===== config.mk =====
export PLATFORM = sky130hd
export DESIGN_NAME = ssd_device_flat
export DESIGN_NICKNAME = d
export VERILOG_FILES = /design/src/ssd_pkg.sv /design/src/ssd_link_if.sv /design/src/ssd_sync3.sv /design/src/ssd_device.sv /design/src/flat_wrapper.sv
export SDC_FILE = /design/constraint.sdc
export NUM_CORES = 1
export LEC_CHECK = 0
export BUFFER_PORTS_ARGS = -buffer_cell sky130_fd_sc_hd__buf_2
export CORE_MARGIN = 2
export CORE_UTILIZATION = 60
export DETAILED_ROUTE_END_ITERATION = 10
export PLACE_DENSITY_LB_ADDON = 0.05
export SETUP_SLACK_MARGIN = 0.1
export SLEW_MARGIN = 30
export SYNTH_ARGS = -nofsm -noshare
export SYNTH_HDL_FRONTEND = slang
export SYNTH_SLANG_ARGS = --single-unit

===== constraint.sdc =====
create_clock -name mclk -period 5.27 [get_ports mclk]
set_input_delay 1.054 -clock mclk [delete_from_list [all_inputs] [get_ports mclk]]
set_output_delay 1.054 -clock mclk [all_outputs]
set_load 0.01 [all_outputs]

===== src/ssd_pkg.sv =====
/*
 * shared constants of the synthesizer serial setup link: word layout,
 * field positions, timing and host register map.
 * assumes a 100 MHz system clock on both ends.
 */
package ssd_pkg;
    localparam int WORD_BITS = 24;
    // field positions, counted from zero (printed bit n sits at n-1)
    localparam int POS_SELECT = 0;
    localparam int POS_SECONDARY = 23;
    localparam int POS_REF_LO = 1;
    localparam int POS_REF_HI = 11;
    localparam int POS_RELOAD = 12;
    localparam int POS_PUMP_OFF = 13;
    localparam int POS_BAND2_LO = 14;
    localparam int POS_SLOPE = 16;
    localparam int POS_BAND1_LO = 17;
    localparam int POS_INIT = 19;
    localparam int POS_EXT_RES = 20;
    localparam int POS_ENABLE = 21;
    localparam int POS_LOCK_EN = 22;
    localparam int POS_SWALLOW_LO = 1;
    localparam int POS_SWALLOW_HI = 7;
    localparam int POS_COARSE_LO = 8;
    localparam int POS_COARSE_HI = 18;
    localparam int POS_BAND_SEL = 22;
    localparam int RATIO_W = 11;
    localparam int SWALLOW_W = 7;
    localparam logic [RATIO_W-1:0] RATIO_MIN = 11'h002;
    // values after reset
    localparam logic [RATIO_W-1:0] RST_RATIO = 11'h7FF;
    localparam logic [SWALLOW_W-1:0] RST_SWALLOW = 7'h00;
    // timing
    localparam int CLK_PERIOD_NS = 10;
    localparam int SCLK_HALF_NS = 50;
    localparam int LOAD_WIDTH_NS = 50;
    localparam int SCLK_HALF_CYC = (SCLK_HALF_NS + CLK_PERIOD_NS - 1) / CLK_PERIOD_NS;
    localparam int LOAD_WIDTH_CYC = (LOAD_WIDTH_NS + CLK_PERIOD_NS - 1) / CLK_PERIOD_NS;
    localparam int LOCK_WINDOW_CYC = 4;
    // host register map (byte addresses)
    localparam logic [3:0] ADDR_WORD = 4'h0;
    localparam logic [3:0] ADDR_STATUS = 4'h4;
    typedef enum logic [1:0] {
        HS_IDLE = 2'b00,
        HS_LOW = 2'b01,
        HS_HIGH = 2'b10,
        HS_LOAD = 2'b11
    } ssd_host_state_t;
endpackage : ssd_pkg


===== src/ssd_link_if.sv =====
/*
 * three-wire serial link between host controller and synthesizer.
 * assumes both ends run on their own clocks; the link is plain wires.
 */
`timescale 1ns/1ps
interface ssd_link_if;
    logic serialClk;
    logic serialData;
    logic load_strobe;
    modport device (input serialClk, input serialData, input load_strobe);
    modport host (output serialClk, output serialData, output load_strobe);
endinterface : ssd_link_if


===== src/ssd_sync3.sv =====
/*
 * three flip-flop input synchroniser with agreement filter.
 * assumes an asynchronous input; output follows once stages two and three agree.
 */
`timescale 1ns/1ps
module ssd_sync3 (
    input wire logic mclk,
    input wire logic rst,
    input wire logic din,
    output logic dout
);
    logic s1_reg;
    logic s2_reg;
    logic s3_reg;
    always_ff @(posedge mclk or posedge rst) begin
        if (rst) begin
            s1_reg <= 1'b0;
            s2_reg <= 1'b0;
            s3_reg <= 1'b0;
            dout <= 1'b0;
        end else begin
            s1_reg <= din;
            s2_reg <= s1_reg;
            s3_reg <= s2_reg;
            dout <= (s2_reg == s3_reg) ? s3_reg : dout;
        end
    end
endmodule : ssd_sync3


===== src/ssd_device.sv =====
/*
 * synthesizer end: serial front end, divider-setup and channel registers,
 * reference and main dividers, phase detector and lock indicator.
 * assumes link pins, reference and prescaled vco inputs come from other domains.
 */
`timescale 1ns/1ps
module ssd_device import ssd_pkg::*; (
    input wire logic mclk,
    input wire logic rst,
    ssd_link_if.device link,
    input wire logic refIn,
    input wire logic vcoIn,
    input wire logic powerdown_pin,
    output logic modulusHigh,
    output logic pumpUp,
    output logic pumpDown,
    output logic pumpOe,
    output logic [1:0] pumpCode,
    output logic extResSel,
    output logic running,
    output logic lock_output_pin
);
    logic clkS;
    logic datS;
    logic loadS;
    logic refS;
    logic vcoS;
    logic pinS;
    logic clkD_reg;
    logic loadD_reg;
    logic refD_reg;
    logic vcoD_reg;
    logic [WORD_BITS-1:0] shift_reg;
    logic [RATIO_W-1:0] refRatio_reg;
    logic forcedReload_reg;
    logic pumpOff_reg;
    logic [1:0] band2Code_reg;
    logic detectorSlope_reg;
    logic [1:0] band1Code_reg;
    logic extRes_reg;
    logic enable_reg;
    logic lockEn_reg;
    logic [SWALLOW_W-1:0] swallow_reg;
    logic [RATIO_W-1:0] coarse_reg;
    logic bandSel_reg;
    logic [RATIO_W-1:0] refCnt_reg;
    logic [RATIO_W-1:0] mainCnt_reg;
    logic [SWALLOW_W-1:0] swCnt_reg;
    logic upOut_reg;
    logic downOut_reg;
    logic [2:0] errCnt_reg;
    logic unlocked_reg;

    ssd_sync3 syncClk (.mclk(mclk), .rst(rst), .din(link.serialClk), .dout(clkS));
    ssd_sync3 syncDat (.mclk(mclk), .rst(rst), .din(link.serialData), .dout(datS));
    ssd_sync3 syncLoad (.mclk(mclk), .rst(rst), .din(link.load_strobe), .dout(loadS));
    ssd_sync3 syncRef (.mclk(mclk), .rst(rst), .din(refIn), .dout(refS));
    ssd_sync3 syncVco (.mclk(mclk), .rst(rst), .din(vcoIn), .dout(vcoS));
    ssd_sync3 syncPin (.mclk(mclk), .rst(rst), .din(powerdown_pin), .dout(pinS));

    wire shiftEn = clkS & ~clkD_reg;
    wire loadEv = loadS & ~loadD_reg & ~clkS;
    wire forUs = loadEv & ~shift_reg[POS_SECONDARY];
    wire setupWr = forUs & shift_reg[POS_SELECT];
    wire chanWr = forUs & ~shift_reg[POS_SELECT];
    wire initWr = setupWr & shift_reg[POS_INIT];
    // forced reload follows the new setting on a setup write
    wire forceNow = (setupWr & shift_reg[POS_RELOAD]) | (chanWr & forcedReload_reg);
    wire refEdge = refS & ~refD_reg & running;
    wire vcoEdge = vcoS & ~vcoD_reg & running;
    wire refEnd = refEdge & (refCnt_reg <= 11'h001);
    wire mainEnd = vcoEdge & (mainCnt_reg <= 11'h001);
    wire [RATIO_W-1:0] newRatio = shift_reg[POS_REF_HI:POS_REF_LO];
    wire [SWALLOW_W-1:0] newSwallow = shift_reg[POS_SWALLOW_HI:POS_SWALLOW_LO];
    wire [RATIO_W-1:0] newCoarse = shift_reg[POS_COARSE_HI:POS_COARSE_LO];
    wire [RATIO_W-1:0] ratioUse = (setupWr & ~initWr) ? newRatio : refRatio_reg;
    wire [RATIO_W-1:0] coarseUse = chanWr ? newCoarse : coarse_reg;
    wire [SWALLOW_W-1:0] swallowUse = chanWr ? newSwallow : swallow_reg;
    wire refLeads = detectorSlope_reg ? refEnd : mainEnd;
    wire mainLeads = detectorSlope_reg ? mainEnd : refEnd;

    // link pins are the only programming path
    always_ff @(posedge mclk or posedge rst) begin
        if (rst) begin
            clkD_reg <= 1'b0;
            loadD_reg <= 1'b0;
            refD_reg <= 1'b0;
            vcoD_reg <= 1'b0;
            shift_reg <= 24'h000000;
        end else begin
            clkD_reg <= clkS;
            loadD_reg <= loadS;
            refD_reg <= refS;
            vcoD_reg <= vcoS;
            // first bit ends at the top
            if (shiftEn) begin
                shift_reg <= {shift_reg[WORD_BITS-2:0], datS};
            end
        end
    end

    // all fields on the load edge
    always_ff @(posedge mclk or posedge rst) begin
        if (rst) begin
            refRatio_reg <= RST_RATIO;
            forcedReload_reg <= 1'b0;
            pumpOff_reg <= 1'b0;
            band2Code_reg <= 2'h0;
            detectorSlope_reg <= 1'b0;
            band1Code_reg <= 2'h0;
            extRes_reg <= 1'b0;
            lockEn_reg <= 1'b0;
        end else if (setupWr) begin
            // counter values kept on init reset
            refRatio_reg <= ratioUse;
            forcedReload_reg <= shift_reg[POS_RELOAD];
            pumpOff_reg <= shift_reg[POS_PUMP_OFF];
            band2Code_reg <= shift_reg[POS_BAND2_LO+1:POS_BAND2_LO];
            detectorSlope_reg <= shift_reg[POS_SLOPE];
            band1Code_reg <= shift_reg[POS_BAND1_LO+1:POS_BAND1_LO];
            extRes_reg <= shift_reg[POS_EXT_RES];
            lockEn_reg <= shift_reg[POS_LOCK_EN];
        end
    end

    always_ff @(posedge mclk or posedge rst) begin
        if (rst) begin
            swallow_reg <= RST_SWALLOW;
            coarse_reg <= RST_RATIO;
            bandSel_reg <= 1'b0;
            enable_reg <= 1'b0;
        end else begin
            if (chanWr) begin
                swallow_reg <= newSwallow;
                coarse_reg <= newCoarse;
                bandSel_reg <= shift_reg[POS_BAND_SEL];
            end
            if (initWr) begin
                enable_reg <= 1'b0;
            end else if (forUs) begin
                enable_reg <= shift_reg[POS_ENABLE];
            end
        end
    end

    always_ff @(posedge mclk or posedge rst) begin
        if (rst) begin
            refCnt_reg <= RST_RATIO;
        end else if (forceNow) begin
            refCnt_reg <= ratioUse;
        end else if (refEnd) begin
            refCnt_reg <= refRatio_reg;
        end else if (refEdge) begin
            refCnt_reg <= refCnt_reg - 11'h001;
        end
    end

    always_ff @(posedge mclk or posedge rst) begin
        if (rst) begin
            mainCnt_reg <= RST_RATIO;
            swCnt_reg <= RST_SWALLOW;
        end else if (forceNow) begin
            mainCnt_reg <= coarseUse;
            swCnt_reg <= swallowUse;
        end else if (mainEnd) begin
            mainCnt_reg <= coarse_reg;
            swCnt_reg <= swallow_reg;
        end else if (vcoEdge) begin
            mainCnt_reg <= mainCnt_reg - 11'h001;
            swCnt_reg <= (swCnt_reg != 7'h00) ? swCnt_reg - 7'h01 : swCnt_reg;
        end
    end

    // phase detector and lock window
    always_ff @(posedge mclk or posedge rst) begin
        if (rst) begin
            upOut_reg <= 1'b0;
            downOut_reg <= 1'b0;
            errCnt_reg <= 3'h0;
            unlocked_reg <= 1'b0;
        end else begin
            if ((upOut_reg | refLeads) & (downOut_reg | mainLeads)) begin
                upOut_reg <= 1'b0;
                downOut_reg <= 1'b0;
            end else begin
                upOut_reg <= upOut_reg | refLeads;
                downOut_reg <= downOut_reg | mainLeads;
            end
            if (upOut_reg | downOut_reg) begin
                errCnt_reg <= (errCnt_reg == 3'h7) ? errCnt_reg : errCnt_reg + 3'h1;
            end else begin
                errCnt_reg <= 3'h0;
            end
            if (errCnt_reg >= 3'(LOCK_WINDOW_CYC)) begin
                unlocked_reg <= 1'b1;
            end else if (refEnd & ~upOut_reg & ~downOut_reg) begin
                unlocked_reg <= 1'b0;
            end
        end
    end

    assign running = pinS & enable_reg;
    assign modulusHigh = swCnt_reg != 7'h00;
    assign pumpUp = upOut_reg;
    assign pumpDown = downOut_reg;
    assign pumpOe = running & ~pumpOff_reg;
    // band chooses code; code carried to the current dac
    assign pumpCode = bandSel_reg ? band2Code_reg : band1Code_reg;
    assign extResSel = extRes_reg;
    assign lock_output_pin = ~(lockEn_reg & unlocked_reg);
endmodule : ssd_device


===== src/flat_wrapper.sv =====
// flat-port wrapper written by rule: the top's interface ports become plain ports
module ssd_device_flat import ssd_pkg::*;
  (mclk, rst, refIn, vcoIn, powerdown_pin, modulusHigh, pumpUp, pumpDown, pumpOe, pumpCode, extResSel, running, lock_output_pin, link_serialClk, link_serialData, link_load_strobe);
  ssd_link_if link_i ();
  input wire logic mclk;
  input wire logic rst;
  input wire logic refIn;
  input wire logic vcoIn;
  input wire logic powerdown_pin;
  output logic modulusHigh;
  output logic pumpUp;
  output logic pumpDown;
  output logic pumpOe;
  output logic [1:0] pumpCode;
  output logic extResSel;
  output logic running;
  output logic lock_output_pin;
  input wire logic [$bits(link_i.serialClk)-1:0] link_serialClk;
  input wire logic [$bits(link_i.serialData)-1:0] link_serialData;
  input wire logic [$bits(link_i.load_strobe)-1:0] link_load_strobe;
  assign link_i.serialClk = link_serialClk;
  assign link_i.serialData = link_serialData;
  assign link_i.load_strobe = link_load_strobe;
  ssd_device u_core (.mclk(mclk), .rst(rst), .link(link_i), .refIn(refIn), .vcoIn(vcoIn), .powerdown_pin(powerdown_pin), .modulusHigh(modulusHigh), .pumpUp(pumpUp), .pumpDown(pumpDown), .pumpOe(pumpOe), .pumpCode(pumpCode), .extResSel(extResSel), .running(running), .lock_output_pin(lock_output_pin));
endmodule

**Word-level counts from Yosys, hierarchy flattened**

Index checks and enable logic that the tools add are counted.
Widths: inputs -> output; s select.

- Output and inout bits: 9
- Register bits after elaboration: 127
- Bits of input ports: 8

- Equality and inequality tests: 8
- Reduce and logical (&&, ||, !) cells: 7
- Multiplexer cells: 24
- $add $sub $neg: 4
- Bitwise logic cells: 38
- Order comparisons: 3

Operators with widths:

| operator | count |
|---|---|
| $mux 11 | 8 |
| $mux 7 | 5 |
| $and 1x1->1 | 22 |
| $le 11x1->1 const B | 2 |
| $sub 11x1->11 const B | 2 |
| $not 1->1 | 12 |
| $reduce_bool 3->1 | 3 |
| $mux 1 | 8 |
| $reduce_bool 7->1 | 1 |
| $sub 7x1->7 const B | 1 |
| $eq 1x1->1 | 6 |
| $mux 3 | 2 |
| $or 1x1->1 | 4 |
| $reduce_bool 2->1 | 2 |
| $add 3x1->3 const B | 1 |
| $eq 3x3->1 const B | 1 |
| $ge 3x3->1 const B | 1 |
| $mux 2 | 1 |
| $ne 2x2->1 const B | 1 |
| $reduce_and 2->1 | 1 |

**Depth between registers and ports, before layout**

- Depth in word-level cells: 10
- Gate-level depth with buffers: 8

**Modules after synthesis**

Synthesis repeated with hierarchy kept, for this count alone.

- Cells, all modules: 506
- Area, all modules: 5945.7 µm²

By module, submodules not included:

| module | area an instance (µm²) | instances | seq. area each (µm²) | cells each |
|---|---|---|---|---|
| ssd_device | 5255.0 | 1 | 2632.5 | 470 |
| ssd_sync3 | 115.1 | 6 | 100.1 | 6 |

**Worst setup path before layout**

Ideal clock, no wire load.

- Path type: flip-flop to output port
- Start point: register u_core.swCnt_reg[4]
- End point: output modulusHigh
- Path buffers: 0
- Data required time: 4.216 ns
- Arrival: 1.120 ns
- Slack: 3.096 ns
- Stages on the path, launching flop included: 4
- Path through: dfrtp_1 nor4_1 and3_1 inv_1

- Word-level cells in the longest chain between the ends: 1

Ends and longest elaborated chain:

| item | line | text |
|---|---|---|
| start, declared | ssd_device.sv:48 | `logic [SWALLOW_W-1:0] swCnt_reg;` |
| start signal, assigned | ssd_device.sv:164 | `swCnt_reg <= swallowUse;` |
| start signal, assigned | ssd_device.sv:167 | `swCnt_reg <= swallow_reg;` |
| start signal, assigned | ssd_device.sv:170 | `swCnt_reg <= (swCnt_reg != 7'h00) ? swCnt_reg - 7'h01 : swCnt_reg;` |
| $reduce_bool 7->1 | ssd_device.sv:203 | `assign modulusHigh = swCnt_reg != 7'h00;` |
| end, declared | flat_wrapper.sv:10 | `output logic modulusHigh;` |

No other way between the ends.

**Worst setup path in the final report**

Same ends and word-level chain as after synthesis.

==> metrics.md <==
| Metric | Value |
|---|---|
| Power density cells | `583 nW/µm²` |
| Worst skew pair latency | `530 ps` |
| Vias | `3855` |
| Sequential-to-total area share from yosys stat | `0.544` |
| Post-CTS setup buffer count | `0` |
| Remaining global-route overflow | `0` |
| Largest stage delay, worst path | `510 ps` |
| Commonest non-fill, non-tap cell in the layout | `dfrtp_1` |
| Crit share post-route | `0.582` |
| Drt drc | `0` |
| CP Class | `register to output pin` |
| Drt pass-1 iters | `4` |
| Leakage | `0.00295 µW` |
| Final worst path period need | `3070 ps` |
| Buf/Inv on CP | `2` |
| Deepest clock path buffer count | `2` |
| DR WL/cell | `17.2 µm` |
| Synthesis-stage register bit count | `127` |
| Io pins | `17` |
| Layout cells sized above 1 | `0.339` |
| Gate Count Post-Synth | `496` |
| DIE AREA | `10700 µm²` |
| Core area | `9680 µm²` |
| CP max-delay cell | `nor4_1` |
| CP Data Required Time | `4220 ps` |
| Primary FF master, synth | `dfrtp_1` |
| Pre-CTS setup slack | `2390 ps` |
| Number of flip-flops in the largest register | `24` |
| Setup TNS | `0 ps` |
| Final setup margin | `2200 ps` |
| Starting density of the core | `0.614` |
| Cts-stage hold buffer count | `0` |
| CP Launch Type | `register` |
| CTS tree | `done` |
| Post-synth top area cell | `dfrtp_1` |
| RSZ-0062 raised after global routing | `no` |
| Row cnt | `36` |
| Largest cells by area after synthesis | `dfrtp_1 (35%), dfstp_2 (19%), mux2_2 (13%), nand2_1 (2.9%), mux2i_1 (2.4%)` |
| Final weighted congestion in routability-driven placement | `0.919` |
| Total Nets Final | `532` |
| Least-Margin Pin Slew | `830 ps` |
| DR iter-0 viols | `234` |
| Worst EP arrival | `2010 ps` |
| PostCTS Resize Cnt | `0` |
| Layout area overhead | `12.6%` |
| Fillers | `704` |
| Root buf cell | `clkbuf_8` |
| Clk slew on worst S/H paths | `60 ps` |
| Highest clock rate | `326 MHz` |
| Gr usage total | `0.233` |
| Port bufs | `16` |
| Worst IR Drop VDD | `0.000381 V` |
| Antenna cell count | `0` |
| Wirelength, routed | `11300 µm` |
| Relative slew slack | `0.447` |
| Fin. max-slew vios | `0` |
| Dpl hpwl | `7520 µm` |
| Final setup viols | `0` |
| Worst Clk Skew | `8.94 ps` |
| Initial antenna violation count | `0` |
| H-tree depth | `4` |
| Crit-path leading delay family | `simple AND/OR/NAND/NOR gates` |
| Yosys warns | `0` |
| Post-Syn Area | `5950 µm²` |
| Hold crit path type | `register to register` |
| Die height | `104 µm` |
| Pin count of the biggest net entering global routing | `47` |
| Yosys cell types | `63` |
| CTS sink cnt | `127` |
| CP Cell Sequence | `nor4_1, and3_1, inv_1, buf_2` |
| Post-synth EDFFs | `0` |
| TritonCTS Buffers | `17` |
| Antenna Nets Post-Route | `0` |
| Post-synth top area share | `0.349` |
| Syn_nets | `513` |
| Async SR Flop Fraction | `1.00` |
| Mapped Avg Cell Area | `12.0 µm²` |
| Outcome | `complete, no violations` |
| Via count of the first global-routing pass | `3872` |
| Via density per instance | `5.83` |
| Crit end category | `output pin` |
| Max cap viols | `0` |
| Chip Width | `104 µm` |
| Final hold violation count | `0` |
| CP max FO | `4` |
| Commonest non-fill, non-tap cells in the layout | `dfrtp_1 (83), mux2_2 (69), nand2_1 (46)` |
| Global-route wire length before repair | `19600 µm` |
## metrics by stage
| stage | cells | area (µm²) | hold slack [ps] | power [µW] | util |
|---|---|---|---|---|---|
| CTS | 661 | 6690 | 355 | 3930 | 0.691 |
| global placement | 629 | 6130 | 337 | 2760 | 0.633 |
| floorplan | 496 | 5950 | 331 | 2500 | - |
| global route | 661 | 6690 | 358 | 4170 | 0.691 |
| finish | 661 | 6690 | 353 | 3900 | 0.691 |
| detailed placement | 629 | 6130 | 336 | 2800 | 0.633 |
## kinds of logic after synthesis
group,synth area share
buf+inv,0.0274
mux,0.157
compound gates,0.0890
flops,0.544
simple gates,0.130
xor+xnor,0.0236
fa+ha+maj,0.0290
## final cells by class
cell class | count | area (µm²) | share of cell area
well taps | 133 | 166 | 0.0249
repair buffers | 20 | 110 | 0.0165
multi-input cells | 332 | 2550 | 0.381
inverters | 17 | 66.3 | 0.00991
clock buffers | 17 | 414 | 0.0619
clock inverters | 15 | 151 | 0.0226
flip-flops and latches | 127 | 3230 | 0.483
## power by group
group	internal, µW	switching (µW)
Sequential	1260	239
Clock	641	458
Combinational	616	686
Total	2520	1380
## Yosys cell counts (all sizes together) (12+ instances only)
| cell | count |
|---|---|
| mux2i | 14 |
| a21oi | 17 |
| nor3 | 13 |
| o21ai | 14 |
| nand2 | 46 |
| dfstp | 44 |
| clkbuf | 12 |
| nor2 | 32 |
| inv | 17 |
| dfrtp | 83 |
| mux2 | 70 |
## path summary, 6_finish.rpt
check,start,to,slack (ps),depth (start not counted)
hold reg to reg,u_core.syncClk.s1_reg,u_core.syncClk.s2_reg,350,0
setup / recovery,u_core.swCnt_reg[4],modulusHigh,2200,4
max in group asynchronous,rst,u_core.shift_reg[18],3760,3
min in group asynchronous,rst,u_core.syncRef.dout,540,2
hold / removal,u_core.syncClk.s1_reg,u_core.syncClk.s2_reg,350,0
setup reg to reg,u_core.syncClk.dout,u_core.swCnt_reg[0],2560,5
## per-layer routing
metal / global-route usage / share of wire
met1: 0.333 / 0.48
met2: 0.340 / 0.46
met3: 0.0529 / 0.040
met4: 0.107 / 0.020
met5: 0 / 0
(Power assumes the default switching activity.)
